--- config.mk ---
export PLATFORM = sky130hd
export DESIGN_NAME = seg_queue_scheduler
export DESIGN_NICKNAME = d
export VERILOG_FILES = /design/src/rtl/seg_queue_scheduler.v
export VERILOG_INCLUDE_DIRS = /design/src /design/src/include
export SDC_FILE = /design/constraint.sdc
export NUM_CORES = 2
export LEC_CHECK = 0
export BUFFER_PORTS_ARGS = -buffer_cell sky130_fd_sc_hd__buf_2
export CORE_MARGIN = 4
export CORE_UTILIZATION = 60
export DETAILED_ROUTE_END_ITERATION = 10
export PLACE_DENSITY = 0.8
export SYNTH_ARGS = -nofsm -noshare
export SYNTH_HDL_FRONTEND = slang
export SYNTH_SLANG_ARGS = --single-unit
export TNS_END_PERCENT = 5
--- constraint.sdc ---
create_clock -name clk_in -period 16.3 [get_ports clk_in]
set_clock_uncertainty 0.05 [all_clocks]
set_input_delay 0 -clock clk_in [delete_from_list [all_inputs] [get_ports clk_in]]
set_output_delay 0 -clock clk_in [all_outputs]
set_load 0.01 [all_outputs]
--- src/include/seg_sched_consts.vh ---
// Register map, field positions and sizes for the segmentation queue scheduler
`ifndef SEG_SCHED_CONSTS_VH
`define SEG_SCHED_CONSTS_VH
`define OFF_SEG_CTRL 8'h20
`define OFF_HRING 8'h40
`define OFF_LRING 8'h44
`define OFF_HSTAT 8'hC0
`define OFF_LSTAT 8'hE0
`define OFF_RING_SIZE 8'h48
`define OFF_BD_COUNT 8'h4C
`define OFF_CPL 8'h50
`define OFF_CPL_ADDR 8'h54
`define OFF_SLOT 8'h58
`define OFF_VCC_CFG 8'h60
`define OFF_VCC_I 8'h64
`define OFF_VCC_L 8'h68
`define OFF_PEEK 8'h6C
`define CTRL_ENABLE 0
`define CTRL_ALT 1
`define CTRL_HS_DIS 2
`define CTRL_LS_DIS 3
`define CTRL_PEND_LSB 4
`define CTRL_MAX_INTERVAL_SIZE_LSB 6
`define ST_RING_OVFL 0
`define ST_DESCRIPTORS_EXHAUSTED 1
`define ST_WRITTEN 2
`define ST_FULL 3
`define ST_RUN 4
`define RING_PTR_W 14
`define BD_COUNT_W 14
`define BD_DEFAULT 14'h0040
`define FRAC_BITS 10
`define NUM_VCC 4
`endif

--- src/rtl/seg_queue_scheduler.v ---
// Segmentation ring front end, status posting and GCRA scheduler
//
// Register access over Wishbone was chosen for this implementation.
`timescale 1ns/1ps
`include "seg_sched_consts.vh"

// Behaviour
// - Ring entry is 16 bytes, word aligned
// - New-entry count written at ring register 0x40
// - Processed entry copied to local descriptor
// - Fourteen-bit pending count reported per ring
// - Local ring same, controlled at 0x44
// - Alternation off: local only when host empty
// - Alternation on: rings serviced in turn
// - Overflowing count write discarded, overflow flag set
// - No free descriptor: no service, exhausted flag
// - Per-buffer mode posts each buffer, local/host queue
// - Complete on done, abort or length error
// - Otherwise post only at PDU end, last buffer
// - Status entry: flags, reserved, index, address
// - Owner zero: write entry, set written flag
// - Owner one: overflow, halt, clear enable, run
// - Check disable writes without examining owner
// - Send every I slots, collisions in prior order
// - Late cells shorten intervals, bounded by L
// - Shaping bit: 0 shaped, 1 never scheduled
// - I and L have ten fractional bits
module seg_queue_scheduler (
	// Clock and reset
	input wire clk_in,
	input wire rstn_in,
	// Wishbone slave
	input wire wb_cyc_in,
	input wire wb_stb_in,
	input wire wb_we_in,
	input wire [7:0] wb_adr_in,
	input wire [3:0] wb_sel_in,
	input wire [31:0] wb_dat_in,
	output reg [31:0] wb_dat_out,
	output reg wb_ack_out,
	// Ring entry fetch: device reads ring words, copies to descriptor memory
	output reg ring_req_out,
	output reg ring_local_out,
	output reg [13:0] ring_index_out,
	input wire ring_ack_in,
	input wire [31:0] ring_w0_in,
	input wire [31:0] ring_w1_in,
	input wire [31:0] ring_w2_in,
	// Descriptor write to local memory
	output reg bd_wr_out,
	output reg [95:0] bd_data_out,
	// Completion events from the cell builder
	input wire cpl_valid_in,
	input wire cpl_local_in,
	input wire cpl_stm_in,
	input wire cpl_eom_in,
	input wire cpl_length_error_flag_in,
	input wire cpl_stop_in,
	input wire [15:0] cpl_vcc_in,
	input wire [31:0] cpl_addr_in,
	// Status queue access: owner read then entry write, or entry write alone when check is disabled
	output reg sq_rd_out,
	output reg sq_wr_out,
	output reg sq_local_out,
	output reg [63:0] sq_data_out,
	input wire sq_ack_in,
	input wire sq_owner_in,
	// Cell slot tick and scheduled send
	input wire slot_tick_in,
	output reg send_valid_out,
	output reg [15:0] send_vcc_out
);

	localparam S_IDLE = 4'b0001;
	localparam S_FETCH = 4'b0010;
	localparam S_SQRD = 4'b0100;
	localparam S_SQWR = 4'b1000;
	localparam N = `NUM_VCC;

	reg [3:0] state_r;
	reg [31:0] ctrl_r;
	reg [13:0] hsize_r, lsize_r;
	reg [13:0] hpend_r, lpend_r;
	reg [13:0] hhead_r, lhead_r;
	reg [13:0] bd_free_r;
	reg [4:0] hst_r, lst_r;
	reg turn_local_r;
	reg cur_local_r;
	reg [63:0] entry_r;
	reg entry_local_r;
	reg [31:0] slot_r;
	reg [15:0] last_vcc_r;
	reg [31:0] peek_r;
	// Per-connection shaping state
	reg [N-1:0] vcc_ubr_r;
	reg [N-1:0] vcc_act_r;
	reg [23:0] vcc_i_r [0:N-1];
	reg [23:0] vcc_l_r [0:N-1];
	reg [33:0] vcc_tat_r [0:N-1];
	reg [31:0] vcc_seq_r [0:N-1];
	reg [1:0] cfg_sel_r;
	reg [31:0] seq_cnt_r;

	wire wb_req = wb_cyc_in & wb_stb_in & ~wb_ack_out;
	wire wb_wr = wb_cyc_in & wb_stb_in & wb_ack_out & wb_we_in & wb_sel_in[0]; // Lands at ack
	wire wr_h = wb_wr && wb_adr_in == `OFF_HRING;
	wire wr_l = wb_wr && wb_adr_in == `OFF_LRING;
	wire [13:0] hnew = {6'h00, wb_dat_in[7:0]};
	wire [13:0] lnew = {6'h00, wb_dat_in[7:0]};
	wire h_ovf = wr_h && ({1'b0, hpend_r} + {1'b0, hnew} > {1'b0, hsize_r});
	wire l_ovf = wr_l && ({1'b0, lpend_r} + {1'b0, lnew} > {1'b0, lsize_r});
	wire bd_none = bd_free_r == 14'h0000;
	wire enabled = ctrl_r[`CTRL_ENABLE];
	// Ring choice; a ring is eligible only with pending entries
	wire h_ok = hpend_r != 14'h0000;
	wire l_ok = lpend_r != 14'h0000;
	wire pick_local = ctrl_r[`CTRL_ALT] ? (l_ok & (turn_local_r | ~h_ok)) : ~h_ok;
	wire can_fetch = enabled & ~bd_none & (h_ok | l_ok) & ~cpl_valid_in;
	// Completion qualifies for a status post
	wire post = cpl_valid_in & (cpl_stm_in | cpl_eom_in | cpl_length_error_flag_in);
	wire chk_dis = ((state_r == S_IDLE) ? cpl_local_in : entry_local_r) ?
		ctrl_r[`CTRL_LS_DIS] : ctrl_r[`CTRL_HS_DIS];
	wire fetch_done = state_r == S_FETCH && ring_ack_in;
	wire sq_rd_done = state_r == S_SQRD && sq_ack_in;
	wire sq_full = sq_rd_done & sq_owner_in;
	wire sq_wr_done = state_r == S_SQWR && sq_ack_in;

	// Next ring slot, wrapping at the ring size
	function [13:0] next_idx;
		input [13:0] idx;
		input [13:0] size;
		begin
			next_idx = (idx + 14'h0001 >= size) ? 14'h0000 : idx + 14'h0001;
		end
	endfunction

	// Register read mux
	function [31:0] rd_mux;
		input [7:0] a;
		begin
			case (a)
				`OFF_SEG_CTRL: rd_mux = ctrl_r;
				`OFF_HRING: rd_mux = {2'b00, hpend_r, 16'h0000};
				`OFF_LRING: rd_mux = {2'b00, lpend_r, 16'h0000};
				`OFF_HSTAT: rd_mux = {27'h0, hst_r};
				`OFF_LSTAT: rd_mux = {27'h0, lst_r};
				`OFF_RING_SIZE: rd_mux = {2'b00, lsize_r, 2'b00, hsize_r};
				`OFF_BD_COUNT: rd_mux = {18'h0, bd_free_r};
				`OFF_SLOT: rd_mux = slot_r;
				`OFF_PEEK: rd_mux = peek_r;
				default: rd_mux = 32'h00000000;
			endcase
		end
	endfunction

	// Wishbone answer: one cycle after the strobe, unmapped reads give zero
	always @(posedge clk_in or negedge rstn_in) begin
		if (!rstn_in) begin
			wb_ack_out <= 1'b0;
			wb_dat_out <= 32'h00000000;
		end else begin
			wb_ack_out <= wb_req;
			wb_dat_out <= wb_req ? rd_mux(wb_adr_in) : 32'h00000000;
		end
	end

	// Control and configuration registers
	always @(posedge clk_in or negedge rstn_in) begin
		if (!rstn_in) begin
			ctrl_r <= 32'h00000000;
			hsize_r <= 14'h0100;
			lsize_r <= 14'h0100;
			cfg_sel_r <= 2'b00;
		end else begin
			if (wb_wr && wb_adr_in == `OFF_SEG_CTRL)
				ctrl_r <= {24'h0, wb_dat_in[7:0]};
			else if (sq_full & ~chk_dis)
				ctrl_r[`CTRL_ENABLE] <= 1'b0;
			if (wb_wr && wb_adr_in == `OFF_RING_SIZE && state_r == S_IDLE) begin
				hsize_r <= wb_dat_in[13:0];
				lsize_r <= wb_dat_in[29:16];
			end
			if (wb_wr && wb_adr_in == `OFF_VCC_CFG)
				cfg_sel_r <= wb_dat_in[1:0];
		end
	end

	// Ring pending counts, heads and descriptor pool
	always @(posedge clk_in or negedge rstn_in) begin
		if (!rstn_in) begin
			hpend_r <= 14'h0000;
			lpend_r <= 14'h0000;
			hhead_r <= 14'h0000;
			lhead_r <= 14'h0000;
			bd_free_r <= `BD_DEFAULT;
		end else begin
			// Write adds entries unless it would overrun the ring
			hpend_r <= hpend_r - ((fetch_done & ~cur_local_r) ? 14'h0001 : 14'h0000)
				+ ((wr_h & ~h_ovf) ? hnew : 14'h0000);
			lpend_r <= lpend_r - ((fetch_done & cur_local_r) ? 14'h0001 : 14'h0000)
				+ ((wr_l & ~l_ovf) ? lnew : 14'h0000);
			if (fetch_done & ~cur_local_r)
				hhead_r <= next_idx(hhead_r, hsize_r);
			if (fetch_done & cur_local_r)
				lhead_r <= next_idx(lhead_r, lsize_r);
			if (wb_wr && wb_adr_in == `OFF_BD_COUNT && state_r == S_IDLE)
				bd_free_r <= wb_dat_in[13:0];
			else
				bd_free_r <= bd_free_r - (fetch_done ? 14'h0001 : 14'h0000)
					+ (cpl_valid_in ? 14'h0001 : 14'h0000);
		end
	end

	// Status bits: hardware set wins over a same-cycle write-one clear
	always @(posedge clk_in or negedge rstn_in) begin
		if (!rstn_in) begin
			hst_r <= 5'h00;
			lst_r <= 5'h00;
		end else begin
			hst_r[`ST_RING_OVFL] <= h_ovf | (hst_r[`ST_RING_OVFL] &
				~(wb_wr && wb_adr_in == `OFF_HSTAT && wb_dat_in[`ST_RING_OVFL]));
			lst_r[`ST_RING_OVFL] <= l_ovf | (lst_r[`ST_RING_OVFL] &
				~(wb_wr && wb_adr_in == `OFF_LSTAT && wb_dat_in[`ST_RING_OVFL]));
			hst_r[`ST_DESCRIPTORS_EXHAUSTED] <= bd_none;
			lst_r[`ST_DESCRIPTORS_EXHAUSTED] <= bd_none;
			hst_r[`ST_WRITTEN] <= (sq_wr_done & ~entry_local_r) | (hst_r[`ST_WRITTEN] &
				~(wb_wr && wb_adr_in == `OFF_HSTAT && wb_dat_in[`ST_WRITTEN]));
			lst_r[`ST_WRITTEN] <= (sq_wr_done & entry_local_r) | (lst_r[`ST_WRITTEN] &
				~(wb_wr && wb_adr_in == `OFF_LSTAT && wb_dat_in[`ST_WRITTEN]));
			hst_r[`ST_FULL] <= (sq_full & ~chk_dis & ~entry_local_r) | (hst_r[`ST_FULL] &
				~(wb_wr && wb_adr_in == `OFF_HSTAT && wb_dat_in[`ST_FULL]));
			lst_r[`ST_FULL] <= (sq_full & ~chk_dis & entry_local_r) | (lst_r[`ST_FULL] &
				~(wb_wr && wb_adr_in == `OFF_LSTAT && wb_dat_in[`ST_FULL]));
			hst_r[`ST_RUN] <= enabled & ~(sq_full & ~chk_dis);
			lst_r[`ST_RUN] <= enabled & ~(sq_full & ~chk_dis);
		end
	end

	// Main sequencer: ring fetch and status posting; completions take priority
	always @(posedge clk_in or negedge rstn_in) begin
		if (!rstn_in) begin
			state_r <= S_IDLE;
			ring_req_out <= 1'b0;
			ring_local_out <= 1'b0;
			ring_index_out <= 14'h0000;
			bd_wr_out <= 1'b0;
			bd_data_out <= 96'h0;
			sq_rd_out <= 1'b0;
			sq_wr_out <= 1'b0;
			sq_local_out <= 1'b0;
			sq_data_out <= 64'h0;
			cur_local_r <= 1'b0;
			turn_local_r <= 1'b0;
			entry_r <= 64'h0;
			entry_local_r <= 1'b0;
			last_vcc_r <= 16'h0000;
		end else begin
			bd_wr_out <= 1'b0;
			case (state_r)
				S_IDLE: begin
					if (post) begin
						// Flags, 11 reserved bits, index, then buffer address
						entry_r <= {1'b1, cpl_length_error_flag_in, cpl_stop_in, 1'b1, cpl_eom_in,
							11'h000, cpl_vcc_in, cpl_addr_in};
						entry_local_r <= cpl_local_in;
						sq_local_out <= cpl_local_in;
						if (chk_dis) begin
							sq_wr_out <= 1'b1;
							sq_data_out <= {1'b1, cpl_length_error_flag_in, cpl_stop_in, 1'b1,
								cpl_eom_in, 11'h000, cpl_vcc_in, cpl_addr_in};
							state_r <= S_SQWR;
						end else begin
							sq_rd_out <= 1'b1;
							state_r <= S_SQRD;
						end
					end else if (can_fetch) begin
						cur_local_r <= pick_local;
						ring_local_out <= pick_local;
						ring_index_out <= pick_local ? lhead_r : hhead_r;
						ring_req_out <= 1'b1;
						turn_local_r <= ~pick_local;
						state_r <= S_FETCH;
					end
				end
				S_FETCH: begin
					if (ring_ack_in) begin
						ring_req_out <= 1'b0;
						// Word three of the entry is never read
						bd_data_out <= {ring_w0_in, ring_w1_in, ring_w2_in};
						bd_wr_out <= 1'b1;
						last_vcc_r <= ring_w1_in[15:0];
						state_r <= S_IDLE;
					end
				end
				S_SQRD: begin
					if (sq_ack_in) begin
						sq_rd_out <= 1'b0;
						if (sq_owner_in)
							state_r <= S_IDLE;
						else begin
							sq_wr_out <= 1'b1;
							sq_data_out <= entry_r;
							state_r <= S_SQWR;
						end
					end
				end
				S_SQWR: begin
					if (sq_ack_in) begin
						sq_wr_out <= 1'b0;
						state_r <= S_IDLE;
					end
				end
				default: state_r <= S_IDLE;
			endcase
		end
	end

	// Peek register shows sequencer state and last linked connection
	always @(posedge clk_in or negedge rstn_in) begin
		if (!rstn_in)
			peek_r <= 32'h00000000;
		else
			peek_r <= {12'h000, state_r, last_vcc_r};
	end

	// Shaping table: I and L fixed point with ten fractional bits
	always @(posedge clk_in or negedge rstn_in) begin
		if (!rstn_in) begin
			vcc_ubr_r <= {N{1'b0}};
			vcc_act_r <= {N{1'b0}};
		end else if (wb_wr && wb_adr_in == `OFF_VCC_CFG) begin
			vcc_act_r[wb_dat_in[1:0]] <= wb_dat_in[8];
			vcc_ubr_r[wb_dat_in[1:0]] <= wb_dat_in[9];
		end
	end

	// Slot scheduler: eligible shaped connection sent least recently, ties to the lowest index
	reg [33:0] now_fx;
	reg found;
	reg [1:0] win;
	integer k;
	always @* begin
		now_fx = {slot_r[23:0], 10'h000};
		found = 1'b0;
		win = 2'b00;
		for (k = 0; k < N; k = k + 1) begin
			if (vcc_act_r[k] && !vcc_ubr_r[k] && vcc_tat_r[k] <= now_fx + {10'h0, vcc_l_r[k]}) begin
				if (!found || vcc_seq_r[k] < vcc_seq_r[win]) begin
					found = 1'b1;
					win = k[1:0];
				end
			end
		end
	end

	// Theoretical arrival time update keeps mean interval I, burst bounded by L
	genvar g;
	generate
		for (g = 0; g < N; g = g + 1) begin : g_vcc
			always @(posedge clk_in or negedge rstn_in) begin
				if (!rstn_in) begin
					vcc_i_r[g] <= 24'h000400;
					vcc_l_r[g] <= 24'h000000;
					vcc_tat_r[g] <= 34'h0;
					vcc_seq_r[g] <= 32'h0;
				end else begin
					if (wb_wr && wb_adr_in == `OFF_VCC_I && cfg_sel_r == g)
						vcc_i_r[g] <= wb_dat_in[23:0];
					if (wb_wr && wb_adr_in == `OFF_VCC_L && cfg_sel_r == g)
						vcc_l_r[g] <= wb_dat_in[23:0];
					if (slot_tick_in && found && win == g) begin
						// Late cell: restart from now rather than the old TAT, so future gaps shrink by at most L
						vcc_tat_r[g] <= ((vcc_tat_r[g] > now_fx) ? vcc_tat_r[g] : now_fx)
							+ {10'h0, vcc_i_r[g]};
						vcc_seq_r[g] <= seq_cnt_r;
					end
				end
			end
		end
	endgenerate

	// Slot counter and send output
	always @(posedge clk_in or negedge rstn_in) begin
		if (!rstn_in) begin
			slot_r <= 32'h0;
			seq_cnt_r <= 32'h1;
			send_valid_out <= 1'b0;
			send_vcc_out <= 16'h0000;
		end else begin
			send_valid_out <= slot_tick_in & found & enabled;
			if (slot_tick_in) begin
				slot_r <= slot_r + 32'h1;
				if (found) begin
					seq_cnt_r <= seq_cnt_r + 32'h1;
					send_vcc_out <= {14'h0, win};
				end
			end
		end
	end

endmodule // seg_queue_scheduler

# ---- Word-level counts from Yosys, hierarchy flattened
# Cells that the tools add are included.
# Widths: inputs -> output; s select.
dict set report word_totals {
  register_bits 956
  in_bits 203
  output_inout_bits 230
  wordCells 325
}
dict set report op_classes {
  n_addsub 20
  n_lt_le_gt_ge 19
  n_eq_ne 32
  mux 72
  bitwise 59
  n_reduce_logical 73
}
# op count
set ops {}
lappend ops {{$pmux 32 s9} 1}
lappend ops {{$add 34x24->34} 8}
lappend ops {{$mux 64} 4}
lappend ops {{$mux 32} 5}
lappend ops {{$gt 34x34->1} 4}
lappend ops {{$le 34x34->1} 4}
lappend ops {{$mux 34} 4}
lappend ops {{$bmux 32 s2} 2}
lappend ops {{$pmux 64 s2} 1}
lappend ops {{$lt 32x32->1} 3}
lappend ops {{$eq 8x7->1 const B} 9}
lappend ops {{$add 32x1->32 const B} 2}
lappend ops {{$mux 14} 4}
lappend ops {{$logic_and 1x1->1} 45}
lappend ops {{$sub 14x1->14} 3}
lappend ops {{$mux 1} 31}
lappend ops {{$add 14x8->15} 2}
lappend ops {{$gt 15x14->1} 2}
lappend ops {{$and 1x1->1} 29}
lappend ops {{$add 14x1->14 const B} 2}
lappend ops {{$add 14x8->14} 2}
lappend ops {{$ge 14x14->1} 2}
lappend ops {{$mux 4} 7}
lappend ops {{$reduce_bool 14->1} 2}
lappend ops {{other kinds (35)} 97}

# ---- Longest topological paths before layout
dict set report logic_depth {
  depth_word 26
  ltp_mapped 52
  ltp_nobuf 46
}

# ---- Least setup slack after synthesis
# Ideal clock, no wire load.
dict set report synth_timing {
  path_kind {register -> register}
  startpoint {reg slot_r[0]}
  endpoint {reg vcc_tat_r[128] in the netlist's numbering}
  setup_time_ns 0.126
  t_arrival_ns 10.396
  required_time_ns 16.124
  setup_slack_ns 5.728
  stages_incl_launch_ff 49
  n_path_buf 6
  synth_period_minus_slack_ns 10.572
  path_cell_list {dfrtp_1 -> ha_1 -> fa_1 -> a21o_1 -> a21oi_1 -> o21bai_1 -> a21oi_1 -> o21bai_1 -> a21oi_1 -> o21bai_1 -> a21o_1 -> a31o_2 -> a21oi_1 -> nor3_1 -> xnor2_1 -> ha_1 -> a21o_1 -> a21o_1 -> [13 not listed] -> or3_1 -> o31ai_4 -> buf_4 -> buf_2 -> mux2_2 -> ha_1 -> nand4_1 -> or3_1 -> o21ai_0 -> a31oi_1 -> o31a_1 -> nor3_1 -> o21ai_2 -> a2111o_1 -> buf_2 -> nand2b_1 -> buf_2 -> o311a_1}
}
dict set report synth_via {
  elab_chain_cells 26
  word_cells_on_any_way 47
  cone_classes {add/sub: 5; order compare: 7; mux: 20; bitwise: 2; reduce/logical: 13}
}
# item line_no
set synth_rtl {}
lappend synth_rtl {{start: declaration} seg_queue_scheduler.v:91} ;# reg [31:0] slot_r;
lappend synth_rtl {{start signal: assignment} seg_queue_scheduler.v:392} ;# slot_r <= slot_r + 32'h1;
lappend synth_rtl {{$add 34x24->34} seg_queue_scheduler.v:347} ;# if (vcc_act_r[k] && !vcc_ubr_r[k] && vcc_tat_r[k] <= now_fx + {10'h0, vcc_l_r[k]}) begin
lappend synth_rtl {{$le 34x34->1} seg_queue_scheduler.v:347}
lappend synth_rtl {{$logic_and 1x1->1} seg_queue_scheduler.v:347}
lappend synth_rtl {{$mux 1} seg_queue_scheduler.v:347}
lappend synth_rtl {{$logic_not 1->1} seg_queue_scheduler.v:348} ;# if (!found || vcc_seq_r[k] < vcc_seq_r[win]) begin
lappend synth_rtl {{$logic_or 1x1->1} seg_queue_scheduler.v:348}
lappend synth_rtl {{$mux 1} seg_queue_scheduler.v:348}
lappend synth_rtl {{$mux 1} seg_queue_scheduler.v:347}
lappend synth_rtl {{[9 not listed]} -}
lappend synth_rtl {{$bmux 32 s2} seg_queue_scheduler.v:348}
lappend synth_rtl {{$mux 32 (not written as such) (2 in series)} seg_queue_scheduler.v:348}
lappend synth_rtl {{$lt 32x32->1} seg_queue_scheduler.v:348}
lappend synth_rtl {{$logic_or 1x1->1} seg_queue_scheduler.v:348}
lappend synth_rtl {{$mux 2 or $mux 1 (tied branches)} seg_queue_scheduler.v:348}
lappend synth_rtl {{$mux 2 or $mux 1 (tied branches)} seg_queue_scheduler.v:347}
lappend synth_rtl {{$logic_not 2->1 or $logic_and 1x1->1 (tied branches)} seg_queue_scheduler.v:371} ;# if (slot_tick_in && found && win == g) begin
lappend synth_rtl {{$logic_and 1x1->1} seg_queue_scheduler.v:371}
lappend synth_rtl {{end signal: indexed assignment} seg_queue_scheduler.v:373} ;# vcc_tat_r[g] <= ((vcc_tat_r[g] > now_fx) ? vcc_tat_r[g] : now_fx)
lappend synth_rtl {{end: declaration} seg_queue_scheduler.v:99} ;# reg [33:0] vcc_tat_r [0:N-1];
# Parallel ways exist; a longest one is shown, timed or not. The select of a mux whose other input is x is not followed.
# A chain may end at the register's enable or synchronous reset.

# ---- Worst setup path in the final report
dict set report layout_timing {
  startpoint {reg slot_r[0]}
  endpoint {reg vcc_tat_r[134] in the netlist's numbering}
}
# The elaborated chain is that of the path after synthesis.

==> impl_metrics.py <==
metrics = {
    "status": {
        "status": "complete, but fails checks",
        "violations": "DRC",
    },
    "timing": {
        "fmax_mhz": 73.20,
        "slew_viol_final": 0,
        "worst_pin_slew_ns": 1.325,
        "setup_viol": 0,
        "fin_crit_ns": 13.66,
        "rsz0062_at_grt": "no",
        "tns_ns": 0,
        "final_hold_viol_count": 0,
        "hold_slack_ns": 0.02741,
        "relSlewSlack_pct": 11.01,
        "period_share_pct": 83.81,
    },
    "logic_synthesis": {
        "syn_area_sq_um": 58050,
        "yosys_warnings": 0,
        "syn_avg_cell_area_sq_um": 9.434,
        "async_flop_share_pct": 100.0,
        "yosysSeqAreaShare_pct": 39.90,
        "synth_edf_count": 0,
        "ys_seq_elements": 925,
        "yosys.cell_types.count": 94,
        "netlist_instances": 6153,
        "synth_flop_cell": "dfrtp_1",
    },
    "grt": {
        "grt.total_usage_pct": 37.85,
        "antenna_found_initial": 32,
        "grt_max_degree": 161,
        "grt_overflow_total": 0,
        "grt_pass1_wl_um": 303500,
        "first_global_vias": 53244,
    },
    "final_layout": {
        "syn_to_final_growth_pct": 17.75,
        "final_area_sq_um": 68350,
        "nNetsFinal": 7686,
        "fill_cells": 6483,
        "drive_gt1_share_pct": 15.25,
        "post-route-util_pct": 71.62,
    },
    "die": {
        "dieArea_sq_um": 101800,
        "core_area_sq_um": 95440,
        "start_util_pct": 60.82,
        "die_w_um": 319.0,
        "die_height_um": 319.0,
        "io_pins": 433,
        "rows": 113,
    },
    "worst_setup_path": {
        "cp.arrival_ns": 14.18,
        "cp_common_cell": "a21oi_1",
        "crit_family": "compound AO/OA/AOI/OAI gates",
        "slowest_stage": "a2111o_2",
        "crit_path_max_fanout": 38,
        "slowest_delay_ns": 0.95,
        "endpoint_kind": "flip-flop",
        "crit_type": "flip-flop to flip-flop",
        "path_buf_inv": 2,
        "crit_path_start_kind": "flip-flop",
        "crit_required_ns": 16.82,
    },
    "placement": {
        "dpl_cell_area_sq_um": 61410,
        "place_congestion": 0.9591,
        "io_buffers": 402,
        "dp_hpwl_um": 122600,
    },
    "power_and_ir_drop": {
        "cellPowerDensity_nw_per_um2": 110.3,
        "ir_drop_mv": 0.1329,
        "leakage_uw": 0.03487,
        "finalPower_uw": 7540,
    },
    "clocking": {
        "clockBufferDepth": 3,
        "clock_sinks": 925,
        "cts.repair.resized": 0,
        "clk_latency_ns": 0.72,
        "postCtsHoldBufs": 331,
        "clock-root-buffer": "clkbuf_16",
        "htree_levels": 3,
        "cts_buffers": 101,
        "tritoncts": "yes",
        "clkTransAtPathRegs_ns": 0.06,
        "post-cts-setup-buffers": 0,
    },
    "worst_hold_path": {
        "hold_path.class": "input port to flip-flop",
    },
    "detailed_routing": {
        "viasPerCell": 6.397,
        "finalWirelength_um": 196900,
        "drc": 4,
        "ant_nets": 0,
        "drt_iter0_markers": 5705,
        "drt_first_pass_iters": 11,
        "vias": 52537,
        "wl_per_cell_um": 23.97,
    },
    "job": {
        "drv_cap": 0,
    },
}
cell usage after synthesis (44+ instances only):
| library cell | number | area (sq um) |
|---|---|---|
| a22oi_1 | 49 | 367.9 |
| nand3_1 | 96 | 480.5 |
| xor2_1 | 90 | 788.3 |
| mux2_2 | 326 | 3671 |
| xnor2_1 | 223 | 1953 |
| nor2b_1 | 53 | 331.6 |
| inv_1 | 377 | 1415 |
| o21bai_1 | 44 | 330.3 |
| nor3_1 | 79 | 395.4 |
| mux2i_1 | 62 | 620.6 |
| nand4_1 | 97 | 606.8 |
| o21ai_0 | 400 | 2002 |
| nor2_1 | 321 | 1205 |
| a21oi_1 | 328 | 1642 |
| ha_1 | 631 | 7895 |
| nand2_1 | 996 | 3739 |
| and3_1 | 46 | 287.8 |
| a21o_1 | 135 | 1013 |
| clkbuf_1 | 164 | 615.6 |
| o21a_1 | 44 | 330.3 |
| dfrtp_1 | 916 | 22920 |
| a31oi_1 | 76 | 475.5 |
area by class of cell:
class	instances	area, sq um	area share (%)
antenna	25	62.56	0.09153
clock buffer	143	2927	4.282
timing repair buffer	821	6051	8.853
multi-input combinational	4607	32510	47.56
clock inverter	44	621.8	0.9098
sequential	925	23160	33.88
tap	1265	1583	2.316
inverter	383	1439	2.105
flip-flops by register name (all words and copies together), names as in the netlist, 8 cells and up:
name            flops
vcc_tat_r         136
vcc_seq_r         128
bd_data_out        96
vcc_i_r            96
vcc_l_r            96
entry_r            52
sq_data_out        52
seq_cnt_r          32
slot_r             32
wb_dat_out         32
peek_r             20
bd_free_r          14
hhead_r            14
hpend_r            14
hsize_r            14
lhead_r            14
lpend_r            14
lsize_r            14
ring_index_out     14
ctrl_r              8
worst reg2reg max path, delay by kind of cell (launching register included):
family,cells,cell delay [ns]
xor+xnor,1,0.17
simple gates,7,1.87
flops,1,0.42
fa+ha+maj,5,1.54
compound gates,28,7.62
mux,2,0.77
buf+inv,2,1.10
placed cells by master (no fill, tap or decap), types with 90 or more instances in the layout:
master,count
nand2_1,996
dfrtp_1,916
ha_1,631
buf_2,401
o21ai_0,399
inv_1,377
dlygate4sd3_1,330
a21oi_1,327
mux2_2,326
nor2_1,314
xnor2_1,223
a21o_1,135
clkbuf_16,102
nand4_1,97
nand3_1,96
xor2_1,90
report_power, final:
part           switching, uW  internal (uW)
registers                252           2550
logic                   1330            932
clock network           1040           1430
routing by layer:
layer | global-route usage (%) | share of wire (%) | up-vias
li1 | - | - | 22924
met1 | 45.48 | 36 | 25038
met2 | 58.42 | 44 | 3401
met3 | 11.97 | 11 | 1156
met4 | 25.63 | 8.1 | 18
met5 | 0.3704 | 0.099 | -
metrics by stage:
| step | cells | setup slack (ns) |
|---|---|---|
| 2_1_floorplan | 6177 | 5.728 |
| 3_3_place_gp | 7670 | 3.294 |
| 3_5_place_dp | 7670 | 3.083 |
| 4_1_cts | 8188 | 2.876 |
| 5_1_grt | 8198 | 2.041 |
| 6_report | 8213 | 2.639 |
cell families (layout without fill, tap and decap cells):
kind of cell             after synthesis  count (layout)  synth area share [%]
AND/OR/NAND/NOR                     1877            1877                 14.38
AO/OA/AOI/OAI                       1326            1326                 14.39
flip-flops                           925             925                 39.90
buffers and inverters                645            1391                 4.481
adder cells (fa/ha/maj)              644             644                 14.05
multiplexers                         422             422                 8.079
XOR/XNOR                             313             313                 4.723
other                                  1              50              0.006460
worst paths after layout:
kind                                 startpoint             end  slack, ns  cells after the start
max in group asynchronous               rstn_in   vcc_tat_r[33]      13.16                      6
worst max-delay path                  slot_r[0]  vcc_tat_r[134]       2.64                     45
worst max register to register        slot_r[0]  vcc_tat_r[134]       2.64                     45
worst min register to register  bd_data_out[45]      peek_r[13]       0.36                      0
min in group asynchronous               rstn_in     vcc_i_r[79]       0.53                      4
worst min-delay path             cpl_vcc_in[11]     entry_r[43]       0.03                      3
(Power assumes the default switching activity.)
